[config.mk]
export PLATFORM = sky130hd
export DESIGN_NAME = cbt_bus_tracker
export DESIGN_NICKNAME = d
export VERILOG_FILES = /design/src/verilog/cbt_pkg.sv /design/src/verilog/cbt_clk_phase.sv /design/src/verilog/cbt_bus_tracker.sv
export SDC_FILE = /design/constraint.sdc
export NUM_CORES = 1
export LEC_CHECK = 0
export ABC_AREA = 1
export ABC_CLOCK_PERIOD_IN_PS = 1650
export BUFFER_PORTS_ARGS = -buffer_cell sky130_fd_sc_hd__buf_2
export CORE_MARGIN = 1
export CORE_UTILIZATION = 45
export DETAILED_ROUTE_END_ITERATION = 12
export GPL_TIMING_DRIVEN = 0
export PLACE_DENSITY = 0.74
export RECOVER_POWER = 50
export SLEW_MARGIN = 40
export SYNTH_ARGS = -nofsm -noshare
export SYNTH_HDL_FRONTEND = slang
export SYNTH_SLANG_ARGS = --single-unit
[constraint.sdc]
create_clock -name clk_i -period 1.65 [get_ports clk_i]
set_clock_uncertainty 0.05 [all_clocks]
set_input_delay 0 -clock clk_i [delete_from_list [all_inputs] [get_ports clk_i]]
set_output_delay 0 -clock clk_i [all_outputs]
set_load 0.01 [all_outputs]
[src/verilog/cbt_pkg.sv]
`default_nettype none
package cbt_pkg;
    // Cycle kinds decoded from command select and write-not-read
    typedef enum logic [1:0] {
        CBT_KIND_CSR_RD,
        CBT_KIND_OPCODE_WR,
        CBT_KIND_DATA_RD,
        CBT_KIND_DATA_WR
    } cbt_kind_t;
    typedef enum logic [1:0] {
        CBT_IDLE,
        CBT_READY_SENS,
        CBT_PIPELINE
    } cbt_bus_state_t;
    localparam int CBT_DATA_W = 32;
    // Error spacing in host double-rate periods
    localparam int CBT_ERR_GAP_DBL = 6;
    // Bus clock is half the double-rate clock
    localparam int CBT_ERR_GAP_CYC = (CBT_ERR_GAP_DBL + 1) / 2;
    localparam int CBT_GAP_W = 3;
    localparam logic [CBT_GAP_W-1:0] CBT_GAP_MAX = CBT_GAP_W'(CBT_ERR_GAP_CYC);
    // Ready-sensitive count at which ready is driven
    localparam logic [1:0] CBT_RS_FIRST = 2'h1;
    localparam logic [1:0] CBT_RS_SECOND = 2'h2;
endpackage
`default_nettype wire

[src/verilog/cbt_clk_phase.sv]
`timescale 1ns/1ps
`default_nettype none
module cbt_clk_phase (
    input wire logic clk_i,
    input wire logic rst_b_i,
    input wire logic ce_i,
    output logic bus_phase_o
);
    typedef struct packed {
        logic phase;
    } cbt_phase_reg_t;
    cbt_phase_reg_t r;
    cbt_phase_reg_t next_r;
    // ----------------------------------------
    // Divide by two
    // ----------------------------------------
    always_comb begin
        next_r = r;
        // [RULE1] Halve double rate
        if (ce_i) begin
            next_r.phase = ~r.phase;
        end
        // [RULE25] Reset aligns phase
        if (!rst_b_i) begin
            next_r.phase = 1'b0;
        end
    end
    always_ff @(posedge clk_i) begin
        r <= next_r;
    end
    assign bus_phase_o = r.phase;
endmodule // cbt_clk_phase
`default_nettype wire

[src/verilog/cbt_bus_tracker.sv]
// Functional notes
// [RULE1] Bus clock is double clock halved
// [RULE2] Select needs enable, both selects, strobe
// [RULE3] Host never signals half width here
// [RULE4] Sample direction and command at strobe
// [RULE5] Strobe with nothing pending: nonpipelined
// [RULE6] Accept pipelined strobe from second clock
// [RULE7] Idle after reset and cycle ends
// [RULE8] Wait in ready-sensitive until ready
// [RULE9] Plain writes: ready in first state
// [RULE10] Reads, env/restore writes: second state
// [RULE11] Ready output lasts one clock
// [RULE12] Read data driven during ready-sensitive
// [RULE13] Reads need one wait state
// [RULE14] External ready must add wait states
// [RULE15] Release data bus leaving ready-sensitive
// [RULE16] Strobe plus ready goes to pipeline
// [RULE17] Pipeline entry also releases data
// [RULE18] Pipeline lasts one clock, back
// [RULE19] Zero-wait write leads nonpipelined cycle
// [RULE20] Busy spans execution, requests inside
// [RULE21] Error six double periods from edges
// [RULE22] Command and direction decode cycle kind
// [RULE23] Enable low floats all outputs
// [RULE24] Ready only on own cycles
// [RULE25] Reset aligns bus clock phase
`timescale 1ns/1ps
`default_nettype none
module cbt_bus_tracker #(
    parameter int DATA_W = cbt_pkg::CBT_DATA_W
) (
    input wire logic clk_i,
    input wire logic rst_b_i,
    input wire logic ce_i,
    input wire logic address_strobe_n_i,
    input wire logic ready_n_i,
    input wire logic status_enable_i,
    input wire logic coproc_select_one_n_i,
    input wire logic coproc_select_two_i,
    input wire logic command_select_n_i,
    input wire logic write_not_read_i,
    input wire logic [DATA_W-1:0] data_i,
    input wire logic [DATA_W-1:0] read_data_i,
    input wire logic env_restore_op_i,
    input wire logic exec_start_i,
    input wire logic exec_done_i,
    input wire logic operand_want_i,
    input wire logic error_event_i,
    output logic ready_out_n_o,
    output logic ready_out_oe_o,
    output logic [DATA_W-1:0] data_o,
    output logic data_oe_o,
    output logic busy_n_o,
    output logic busy_oe_o,
    output logic operand_request_o,
    output logic operand_request_oe_o,
    output logic error_n_o,
    output logic error_oe_o,
    output logic wr_strobe_o,
    output logic [1:0] wr_kind_o,
    output logic [DATA_W-1:0] wr_data_o,
    output logic rd_strobe_o,
    output logic bus_phase_o
);
    typedef struct packed {
        cbt_pkg::cbt_bus_state_t state;
        cbt_pkg::cbt_kind_t kind;
        logic slow;
        logic foreign;
        logic [1:0] rs_count;
        cbt_pkg::cbt_kind_t wkind;
        logic ready_out;
        logic drive_data;
        logic [DATA_W-1:0] dout;
        logic wr_stb;
        logic [DATA_W-1:0] wdata;
        logic rd_stb;
        logic busy;
        logic req;
        logic err;
        logic [cbt_pkg::CBT_GAP_W-1:0] since_req;
        logic err_pending;
        logic done_pending;
        logic [cbt_pkg::CBT_GAP_W-1:0] since_err;
    } cbt_state_t;
    cbt_state_t r;
    cbt_state_t next_r;
    logic selected;
    logic strobe;
    logic bus_phase;

    // ----------------------------------------
    // Helpers
    // ----------------------------------------
    function automatic cbt_pkg::cbt_kind_t decode_kind(input logic cmd_n, input logic wr);
        // [RULE22] Kind decode
        case ({cmd_n, wr})
            2'h0: decode_kind = cbt_pkg::CBT_KIND_CSR_RD;
            2'h1: decode_kind = cbt_pkg::CBT_KIND_OPCODE_WR;
            2'h2: decode_kind = cbt_pkg::CBT_KIND_DATA_RD;
            default: decode_kind = cbt_pkg::CBT_KIND_DATA_WR;
        endcase
    endfunction

    function automatic logic kind_is_read(input cbt_pkg::cbt_kind_t k);
        kind_is_read = (k == cbt_pkg::CBT_KIND_CSR_RD) || (k == cbt_pkg::CBT_KIND_DATA_RD);
    endfunction

    cbt_clk_phase u_phase (
        .clk_i(clk_i),
        .rst_b_i(rst_b_i),
        .ce_i(ce_i),
        .bus_phase_o(bus_phase)
    );

    // [RULE2] Own cycle qualification
    assign strobe = !address_strobe_n_i;
    assign selected = strobe && status_enable_i && !coproc_select_one_n_i && coproc_select_two_i;

    // ----------------------------------------
    // Next state
    // ----------------------------------------
    always_comb begin
        logic start;
        logic rs_next_is_one;
        start = 1'b0;
        rs_next_is_one = 1'b0;
        next_r = r;
        next_r.wr_stb = 1'b0;
        next_r.rd_stb = 1'b0;
        case (r.state)
            cbt_pkg::CBT_IDLE: begin
                // [RULE5] Nonpipelined start
                if (selected) begin
                    start = 1'b1;
                    next_r.state = cbt_pkg::CBT_READY_SENS;
                end
            end
            cbt_pkg::CBT_READY_SENS: begin
                // [RULE8] Wait for ready
                if (!ready_n_i) begin
                    // [RULE16] Pipelined strobe
                    if (strobe) begin
                        next_r.state = cbt_pkg::CBT_PIPELINE;
                    end else begin
                        // [RULE7] Back to idle
                        // [RULE19] Zero-wait write ends first
                        next_r.state = cbt_pkg::CBT_IDLE;
                    end
                    // [RULE15] Release on exit
                    // [RULE17] Same on pipeline entry
                    next_r.drive_data = 1'b0;
                    next_r.ready_out = 1'b0;
                    if (!kind_is_read(r.kind)) begin
                        next_r.wr_stb = 1'b1;
                        next_r.wdata = data_i;
                        // Kind kept apart: a pipelined strobe reloads kind
                        next_r.wkind = r.kind;
                    end
                end else if (r.rs_count != 2'h3) begin
                    // Saturates so long waits never repeat the ready pulse
                    next_r.rs_count = r.rs_count + 2'h1;
                end
            end
            cbt_pkg::CBT_PIPELINE: begin
                // [RULE18] One clock then back
                next_r.state = cbt_pkg::CBT_READY_SENS;
                rs_next_is_one = 1'b1;
            end
            default: begin
                next_r.state = cbt_pkg::CBT_IDLE;
            end
        endcase
        // [RULE6] Pipelined cycle captured at strobe
        if (r.state == cbt_pkg::CBT_READY_SENS && !ready_n_i && selected) begin
            start = 1'b1;
        end else if (r.state == cbt_pkg::CBT_READY_SENS && !ready_n_i && strobe) begin
            // Foreign cycle rides pipeline states but stays silent
            next_r.kind = cbt_pkg::CBT_KIND_CSR_RD;
            next_r.slow = 1'b1;
            next_r.foreign = 1'b1;
            next_r.rs_count = 2'h3;
        end
        if (start) begin
            // [RULE4] Sample at strobe
            next_r.kind = decode_kind(command_select_n_i, write_not_read_i);
            // [RULE10] Slow kinds
            next_r.slow = kind_is_read(decode_kind(command_select_n_i, write_not_read_i))
                || env_restore_op_i;
            next_r.rs_count = 2'h0;
            next_r.foreign = 1'b0;
        end
        if (r.state == cbt_pkg::CBT_IDLE && selected) begin
            next_r.rs_count = cbt_pkg::CBT_RS_FIRST;
        end
        if (rs_next_is_one && r.rs_count == 2'h0) begin
            next_r.rs_count = cbt_pkg::CBT_RS_FIRST;
        end
        // [RULE9] [RULE11] One-clock ready pulse
        // [RULE24] Only own cycles
        next_r.ready_out = (next_r.state == cbt_pkg::CBT_READY_SENS)
            && (next_r.rs_count == (next_r.slow ? cbt_pkg::CBT_RS_SECOND : cbt_pkg::CBT_RS_FIRST));
        // [RULE12] Drive read data
        // [RULE13] Data valid before ready
        if (next_r.state == cbt_pkg::CBT_READY_SENS && kind_is_read(next_r.kind)
            && !next_r.foreign) begin
            next_r.drive_data = 1'b1;
            if (!r.drive_data) begin
                next_r.dout = read_data_i;
                next_r.rd_stb = 1'b1;
            end
        end else begin
            next_r.drive_data = 1'b0;
        end
        // ----------------------------------------
        // Execution handshakes
        // ----------------------------------------
        // [RULE20] Busy interval
        if (exec_start_i) begin
            next_r.busy = 1'b1;
        end
        // Done is a pulse; remember it while the error gap runs
        if (exec_done_i && r.busy) begin
            next_r.done_pending = 1'b1;
        end
        // [RULE21] Error spacing after request
        if (r.req) begin
            next_r.since_req = '0;
        end else if (r.since_req != cbt_pkg::CBT_GAP_MAX) begin
            next_r.since_req = r.since_req + 1'b1;
        end
        if (error_event_i && r.busy) begin
            next_r.err_pending = 1'b1;
        end
        if (r.err_pending && !r.req && r.since_req == cbt_pkg::CBT_GAP_MAX) begin
            next_r.err = 1'b1;
            next_r.err_pending = 1'b0;
        end
        // [RULE21] Error leads busy release by the gap
        if (r.err) begin
            if (r.since_err != cbt_pkg::CBT_GAP_MAX) begin
                next_r.since_err = r.since_err + 1'b1;
            end
        end else begin
            next_r.since_err = '0;
        end
        if (r.done_pending && !r.err_pending
            && (!r.err || r.since_err == cbt_pkg::CBT_GAP_MAX)) begin
            next_r.busy = 1'b0;
            next_r.done_pending = 1'b0;
        end
        // Error held until the next instruction starts
        if (exec_start_i) begin
            next_r.err = 1'b0;
            next_r.done_pending = 1'b0;
        end
        // [RULE20] Request last, so it never outlives busy
        next_r.req = next_r.busy && operand_want_i;
        if (!ce_i) begin
            next_r = r;
        end
        if (!rst_b_i) begin
            next_r = '0;
            next_r.state = cbt_pkg::CBT_IDLE;
        end
    end

    always_ff @(posedge clk_i) begin
        r <= next_r;
    end

    // ----------------------------------------
    // Pin outputs
    // ----------------------------------------
    // [RULE23] Enable low floats outputs
    assign ready_out_n_o = !r.ready_out;
    assign ready_out_oe_o = status_enable_i;
    assign data_o = r.dout;
    assign data_oe_o = status_enable_i && r.drive_data;
    assign busy_n_o = !r.busy;
    assign busy_oe_o = status_enable_i;
    assign operand_request_o = r.req;
    assign operand_request_oe_o = status_enable_i;
    assign error_n_o = !r.err;
    assign error_oe_o = status_enable_i;
    assign wr_strobe_o = r.wr_stb;
    assign wr_kind_o = r.wkind;
    assign wr_data_o = r.wdata;
    assign rd_strobe_o = r.rd_stb;
    assign bus_phase_o = bus_phase;
endmodule // cbt_bus_tracker
`default_nettype wire

==> summary.md, run 1 <==
| Metric | Value |
|---|---|
| Status | `finished clean` |
| I/O pin count | `157` |
| Number of antenna diodes | `0` |
| Nets | `about 900` |
| Top FF cell, synth | `dfxtp_1` |
| Synth top area cells | `dfxtp_1, buf_4, nor2_1` |
| Vias in the first global route | `4,336` |
| Synth unique cells | `35` |
| Starting density of the core | `0.4630` |
| DRC errors left | `0` |
| CP arrival | `~1.8 ns` |
| Relative slew slack | `0.5601` |
| FF+latch count, synth | `90` |
| Critical Path End Type | `flip-flop` |
| CTS tree | `built` |
| Syn_nets | `628` |
| Yosys top cell by area | `dfxtp_1` |
| Worst-path cell chain | `inv_2 -> nand2_2 -> inv_2 -> nand2_4 -> nand2_4 -> o21ai_4 -> nor2_8 -> nand3_4 -> buf_4 -> nand2_1 -> a21oi_1` |
| Worst IR drop on VDD | `519.2 uV` |
| Sequential-to-total area share from yosys stat | `0.4232` |
| Cell row count | `35` |
| Die width | `around 99 um` |
| Die H | `around 99 um` |
| Initial antenna violation count | `0` |
| Total Routing Usage GR | `0.2478` |
| Fill count | `roughly 680` |
| Max clock buf depth | `2` |
| I/O Buffers | `155` |
| Final period util | `0.9832` |
| Largest net degree at the start of global routing | `16` |
| Minimum clock period | `1.622 ns` |
| Max FO, Critical Path | `7` |
| EDFF count, synth | `0` |
| Pwr dens | `between 700 and 800 mW/mm^2` |
| Setup TNS | `0 ns` |
| CP Launch Type | `flip-flop` |
| Worst-Margin Slew | `roughly 0.66 ns` |
| Synthesized cell area | `0.004258 mm^2` |
| Clk sinks | `90` |
| Initial DRC Count | `166` |
| Slowest stage delay, CP | `about 0.38 ns` |
| Routed vias | `roughly 4,500` |
| Register area | `around 0.0018 mm^2` |
| Max-slew violation count | `0` |
| Wire length per cell | `roughly 14 um` |
| Setup slack after layout | `0.02776 ns` |
| Root Driver | `clkbuf_8` |
| Routed Antenna Nets | `0` |
| Multi-input gate area | `0.001743 mm^2` |
| H-Tree Depth | `3` |
| CP required | `1.83 ns` |
| Worst hold path type | `input port to flip-flop` |
| Post-Syn Area per Cell | `7.813 um^2` |
| CP Class | `flip-flop to flip-flop` |
| Critical-path cell with the highest stage delay | `dfxtp_4` |
| Final Hold Viols | `0` |
| Synth async-reset ratio | `0` |
| P_leak | `between 3 and 4 nW` |
| Final setup violation count | `0` |
| Clock latency on the worst-skew pair | `around 0.36 ns` |
| Core Area | `between 0.009 and 0.01 mm^2` |
| RSZ-0062 raised after global routing | `true` |
| DRT Wirelength | `between 10,000 and 15,000 um` |
| Drt first pass iters | `4` |
| Top-area cell type share of the netlist area | `0.4232` |
| Grt ovf | `0` |
| YS warnings | `0` |
| FMAX | `roughly 620 MHz` |
| Setup Slack @ Placement | `-0.1075 ns` |
| HPWL after detailed placement | `~7600 um` |
| Post-Synthesis Cells | `545` |
| Layout cell share with drive strength beyond 1 | `0.3975` |
| P&R area growth vs syn | `50.25%` |
| Clock-pin slew on the worst setup and hold paths | `about 0.1 ns` |
| Num CTS Buffers | `9` |
| Max-cap check violation count | `0` |
| Die footprint | `between 0.009 and 0.01 mm^2` |
| Placer Congestion | `about 0.88` |
| Global-route wire length before repair | `between 15,000 and 20,000 um` |
| Via density | `4.914` |
## final cells by class
type                            instances  area share
Buffer                                100      0.1158
Inverter                               37     0.02249
Timing Repair Buffer                  239      0.2548
Multi-Input combinational cell        318      0.2724
Clock buffer                           11     0.02054
Sequential cell                        90      0.2824
Clock inverter                          5    0.009779
Tap cell                              111     0.02171
## where the power goes
part / switching (mW) / internal, mW / leakage, nW
clock: 0.840 / 0.711 / 0.0901
sequential: 0.0446 / 2.23 / 0.730
combinational: 0.355 / 0.399 / 2.32
total: 1.24 / 3.34 / 3.14
## cells in the final DEF, fill, tap and decap left out, types with 2 or more instances in the layout
| master | synthesis | layout |
|---|---|---|
| buf_2 | 3 | 156 |
| dfxtp_1 | 90 | 88 |
| nor2_1 | 85 | 83 |
| buf_4 | 76 | 83 |
| dlygate4sd3_1 | 0 | 71 |
| nand2_1 | 60 | 54 |
| o21ai_0 | 46 | 46 |
| a21oi_1 | 40 | 38 |
| nand4_1 | 32 | 32 |
| inv_1 | 32 | 31 |
| clkbuf_1 | 16 | 14 |
| nand2_4 | 1 | 14 |
| a21oi_2 | 10 | 12 |
| nand3_1 | 9 | 9 |
| clkbuf_8 | 0 | 9 |
| nand2_2 | 13 | 6 |
| buf_6 | 3 | 5 |
| inv_2 | 4 | 4 |
| ha_1 | 4 | 4 |
| nor3_1 | 3 | 3 |
| buf_8 | 0 | 3 |
| buf_12 | 0 | 3 |
| nor2_4 | 1 | 2 |
| inv_4 | 0 | 2 |
| nor2_2 | 1 | 2 |
| nand3_4 | 1 | 2 |
| clkbuf_2 | 0 | 2 |
| buf_1 | 2 | 2 |
| clkinvlp_4 | 0 | 2 |
## what timing repair did
item | in CTS | in global routing
endpoints found under the setup margin | 60 | 64
gates cloned | 0 | 2
endpoints found under the hold margin | 71 | 0
resized for setup | 9 | 50
hold buffers | 71 | 0
setup buffers | 3 | 8
pin swaps | 2 | 11
## synthesized netlist by cell type (2+ instances only)
library cell	instances
ha_1	4
a21oi_1	40
o21ai_0	46
buf_2	3
inv_2	4
inv_1	32
nand3_1	9
nand2_1	60
nand4_1	32
dfxtp_1	90
nor2_1	85
a21oi_2	10
clkbuf_1	16
buf_1	2
nand2_2	13
buf_6	3
nor3_1	3
buf_4	76
## state kept, by name, indices dropped and copies added (netlist names), named ones only
register             flops
data_o                  32
u_phase.bus_phase_o      1
wr_data_o               32
wr_strobe_o              1
rd_strobe_o              1
wr_kind_o                2
operand_request_o        1
r                       19
## worst max-delay path, delay by kind of cell, from the launching register on
family                 cells  cell delay [ns]
buffers and inverters      3             0.33
AND/OR/NAND/NOR            6             0.60
AO/OA/AOI/OAI              2             0.12
flip-flops                 1             0.38
## per-stage QoR
stage                     utilization  cells  total power, mW  hold slack [ns]  instance area [um^2]
after global placement         0.5624    811            2.838           0.1730                  5172
after global routing           0.6956    911            4.754          0.05797                  6397
after floorplan                     -    545            2.644          0.04177                  4258
after detailed placement       0.5624    811            2.852           0.1779                  5172
final                          0.6956    911            4.577          0.03912                  6397
after CTS                      0.6660    901            4.497          0.02974                  6125
## routing by layer
| layer | part of all wire | track usage | routed length [um] | vias to the layer above |
|---|---|---|---|---|
| met5 | 0 | 0 | 0 | - |
| met4 | 0.017 | 0.08484 | 210 | 0 |
| met3 | 0.060 | 0.05552 | 748 | 19 |
| met2 | 0.50 | 0.4455 | 6309 | 169 |
| met1 | 0.42 | 0.2901 | 5233 | 2075 |
| li1 | - | - | - | 2214 |
## worst paths after layout
| check | slack [ns] | startpoint | depth (start not counted) | endpoint |
|---|---|---|---|---|
| worst max register to register | 0.03 | r[88] | 11 | data_o[11] |
| worst max-delay path | 0.03 | r[88] | 11 | data_o[11] |
| worst min-delay path | 0.04 | rst_b_i | 3 | r[0] |
| worst min register to register | 0.41 | data_o[17] | 2 | data_o[17] |
## cells by family (layout without fill, tap and decap cells)
logic type	count (synthesis)	count (layout)	share of synthesized area
fa+ha+maj	4	4	0.01175
buf+inv	137	392	0.1939
simple gates	211	211	0.2330
xor+xnor	1	1	0.002057
compound gates	102	102	0.1361
flops	90	90	0.4232
Power figures use the tool's default switching activity.
==> inputs of run 2 (changes only) <==
Settings changed: CTS_BUF_LIST from default to sky130_fd_sc_hd__clkbuf_4 sky130_fd_sc_hd__clkbuf_8.
==> run 2 against run 1 <==
Clock power about the same. First-iteration DRC count up 4.8%. Largest power group unchanged. Worst hold slack about the same. Total power up 0.64%. Non-clock buffer count unchanged. Combinational power about the same. Core utilization up 0.11 points. Maximum frequency down 0.18%. Die area unchanged. Setup slack worse by 0.0029 ns.
==> summary.md, run 2 (synthesis results as in run 1) <==
| Metric | Value |
|---|---|
| Status | `finished clean (unchanged)` |
| Minimum clock period | `1.625 ns (was 1.622 ns)` |
| Core Area | `0.009196 mm^2 (unchanged)` |
| Largest net degree at the start of global routing | `16 (unchanged)` |
| Clock latency on the worst-skew pair | `0.36 ns (about the same)` |
| Launch point of the worst reg-to-reg path | `r[87] (was r[88])` |
| Max FO, Critical Path | `7 (unchanged)` |
| Die H | `99.27 um (unchanged)` |
| Design area | `0.006407 mm^2 (was 0.006397 mm^2)` |
| Worst-Margin Slew | `0.6539 ns (was 0.6598 ns)` |
| Sequential power share | `0.493 (was 0.496)` |
| H-Tree Depth | `3 (unchanged)` |
| Final non-filler cell total | `911 (unchanged)` |
| Worst IR drop on VDD | `515.6 uV (was 519.2 uV)` |
| Power share of the combinational group | `0.164 (was 0.165)` |
| Clk sinks | `90 (unchanged)` |
| DRC errors left | `0 (unchanged)` |
| Most frequent cells in the layout | `buf_2, dfxtp_1, buf_4 (was buf_2, dfxtp_1, nor2_1, buf_4, dlygate4sd3_1)` |
| Global-route wire length before repair | `19,730 um (was 19,800 um)` |
| Nets | `878 (unchanged)` |
| Relative slew slack | `0.5641 (was 0.5601)` |
| Final period util | `0.9849 (was 0.9832)` |
| Cell row count | `35 (unchanged)` |
| Fill count | `671 (was 675)` |
| Worst Setup SP | `r[87] (was r[88])` |
| Initial antenna violation count | `0 (unchanged)` |
| RSZ-0062 raised after global routing | `true (unchanged)` |
| Sw Pwr | `1.236 mW (was 1.239 mW)` |
| Routed Antenna Nets | `0 (unchanged)` |
| Via density | `4.926 (was 4.914)` |
| CP required | `1.83 ns (about the same)` |
| Min Hold Slack | `0.03919 ns (was 0.03912 ns)` |
| Root Driver | `clkbuf_8 (unchanged)` |
| Placer Congestion | `0.8818 (unchanged)` |
| Placed instance area | `0.005172 mm^2 (unchanged)` |
| Num CTS Buffers | `9 (unchanged)` |
| Vias in the first global route | `4,337 (was 4,336)` |
| Register area | `0.001807 mm^2 (unchanged)` |
| Setup TNS | `0 ns (unchanged)` |
| Worst hold path type | `input port to flip-flop (unchanged)` |
| Most common cell after layout, fill and taps aside | `buf_2 (unchanged)` |
| Number of antenna diodes | `0 (unchanged)` |
| Die width | `99.27 um (unchanged)` |
| P&R area growth vs syn | `50.48% (was 50.25%)` |
| I/O Buffers | `155 (unchanged)` |
| Critical Path End Type | `flip-flop (unchanged)` |
| Drt first pass iters | `4 (unchanged)` |
| CTS tree | `built (unchanged)` |
| HPWL after detailed placement | `7590 um (unchanged)` |
| Total Routing Usage GR | `0.2474 (was 0.2478)` |
| Initial DRC Count | `174 (was 166)` |
| CP Launch Type | `flip-flop (unchanged)` |
| Clock-pin slew on the worst setup and hold paths | `0.10 ns (about the same)` |
| DRT Wirelength | `12,530 um (was 12,500 um)` |
| Routed vias | `4,488 (was 4,477)` |
| Multi-input gate area | `0.001743 mm^2 (unchanged)` |
| Layout cell share with drive strength beyond 1 | `0.4000 (was 0.3975)` |
| I/O pin count | `157 (unchanged)` |
| CP arrival | `1.81 ns (was 1.80 ns)` |
| Starting density of the core | `0.4630 (unchanged)` |
| Final Hold Viols | `0 (unchanged)` |
| P_leak | `3.148 nW (was 3.143 nW)` |
| Hold_sp | `rst_b_i (unchanged)` |
| Grt ovf | `0 (unchanged)` |
| Max clock buf depth | `2 (unchanged)` |
| Final setup violation count | `0 (unchanged)` |
| Clk network pwr share | `0.343 (was 0.339)` |
| Switching share of power | `0.2682 (was 0.2708)` |
| Wire length per cell | `13.75 um (was 13.72 um)` |
| Max-slew violation count | `0 (unchanged)` |
| Pwr dens | `718.9 mW/mm^2 (was 715.5 mW/mm^2)` |
| FMAX | `615.3 MHz (was 616.4 MHz)` |
| CP Class | `flip-flop to flip-flop (unchanged)` |
| Cell Int Power | `3.371 mW (was 3.338 mW)` |
| Die footprint | `0.009855 mm^2 (unchanged)` |
| Cells after DPL | `811 (unchanged)` |
| Max-cap check violation count | `0 (unchanged)` |
## run 2: changes by cell type in the layout (fill, tap and decap cells not counted)
cell	delta
clkbuf_1	-2
buf_2	-1
clkbuf_4	+2
buf_4	+1
## run 2: routing by layer
| metal | part of all wire | GRT usage |
|---|---|---|
| met5 | 0 | 0 |
| met3 | 0.056 | 0.05552 |
| met4 | 0.018 | 0.08824 |
| met2 | 0.50 | 0.4444 |
| met1 | 0.43 | 0.2883 |
## run 2: repair_timing
item | in CTS | in global routing
pin swaps | 2 | 12
endpoints found under the hold margin | 71 | 0
hold buffers | 71 | 0
gates resized for setup | 9 | 52
endpoints found under the setup margin | 60 | 64
setup buffers | 3 | 8
gates cloned | 0 | 2
## run 2: power by group through the flow
stage	Sequential, mW	Clock (mW)	Combinational (mW)
after floorplan	2.31	0	0.335
after global placement	2.31	0	0.526
after detailed placement	2.31	0	0.538
after CTS	2.27	1.59	0.674
after global routing	2.28	1.69	0.822
final	2.27	1.58	0.755
## run 2: worst max-delay path, cell delays in order (launching register included)
cell and delay [ns]:
dfxtp_2 0.34, nand2_2 0.09, nand2_2 0.06, inv_2 0.06
nand2_4 0.09, nand2_4 0.08, o21ai_4 0.07, nor2_8 0.15
nand3_4 0.16, buf_4 0.21, nand2_1 0.06, a21oi_1 0.06
## run 2: path summary, 6_finish.rpt
| path | depth (start not counted) | to | slack, ns |
|---|---|---|---|
| setup / recovery | 11 | data_o[11] | 0.02 |
| hold / removal | 3 | r[0] | 0.04 |
| setup reg to reg | 11 | data_o[11] | 0.02 |
| hold reg to reg | 2 | data_o[17] | 0.41 |
## run 2: layout make-up
type | instances | area share
Sequential cell | 90 | 0.2820
Multi-Input combinational cell | 318 | 0.2720
Timing Repair Buffer | 239 | 0.2544
Buffer | 100 | 0.1160
Inverter | 37 | 0.02246
Clock buffer | 11 | 0.02168
Tap cell | 111 | 0.02168
Clock inverter | 5 | 0.009764
## run 2: per-stage QoR
stage / worst slack, ns / total power [mW] / util
2_1_floorplan: 0.1830 / 2.644 / -
3_3_place_gp: -0.07191 / 2.838 / 0.5624
3_5_place_dp: -0.1075 / 2.852 / 0.5624
4_1_cts: 0.006838 / 4.531 / 0.6668
5_1_grt: -0.08206 / 4.787 / 0.6967
6_report: 0.02485 / 4.606 / 0.6967
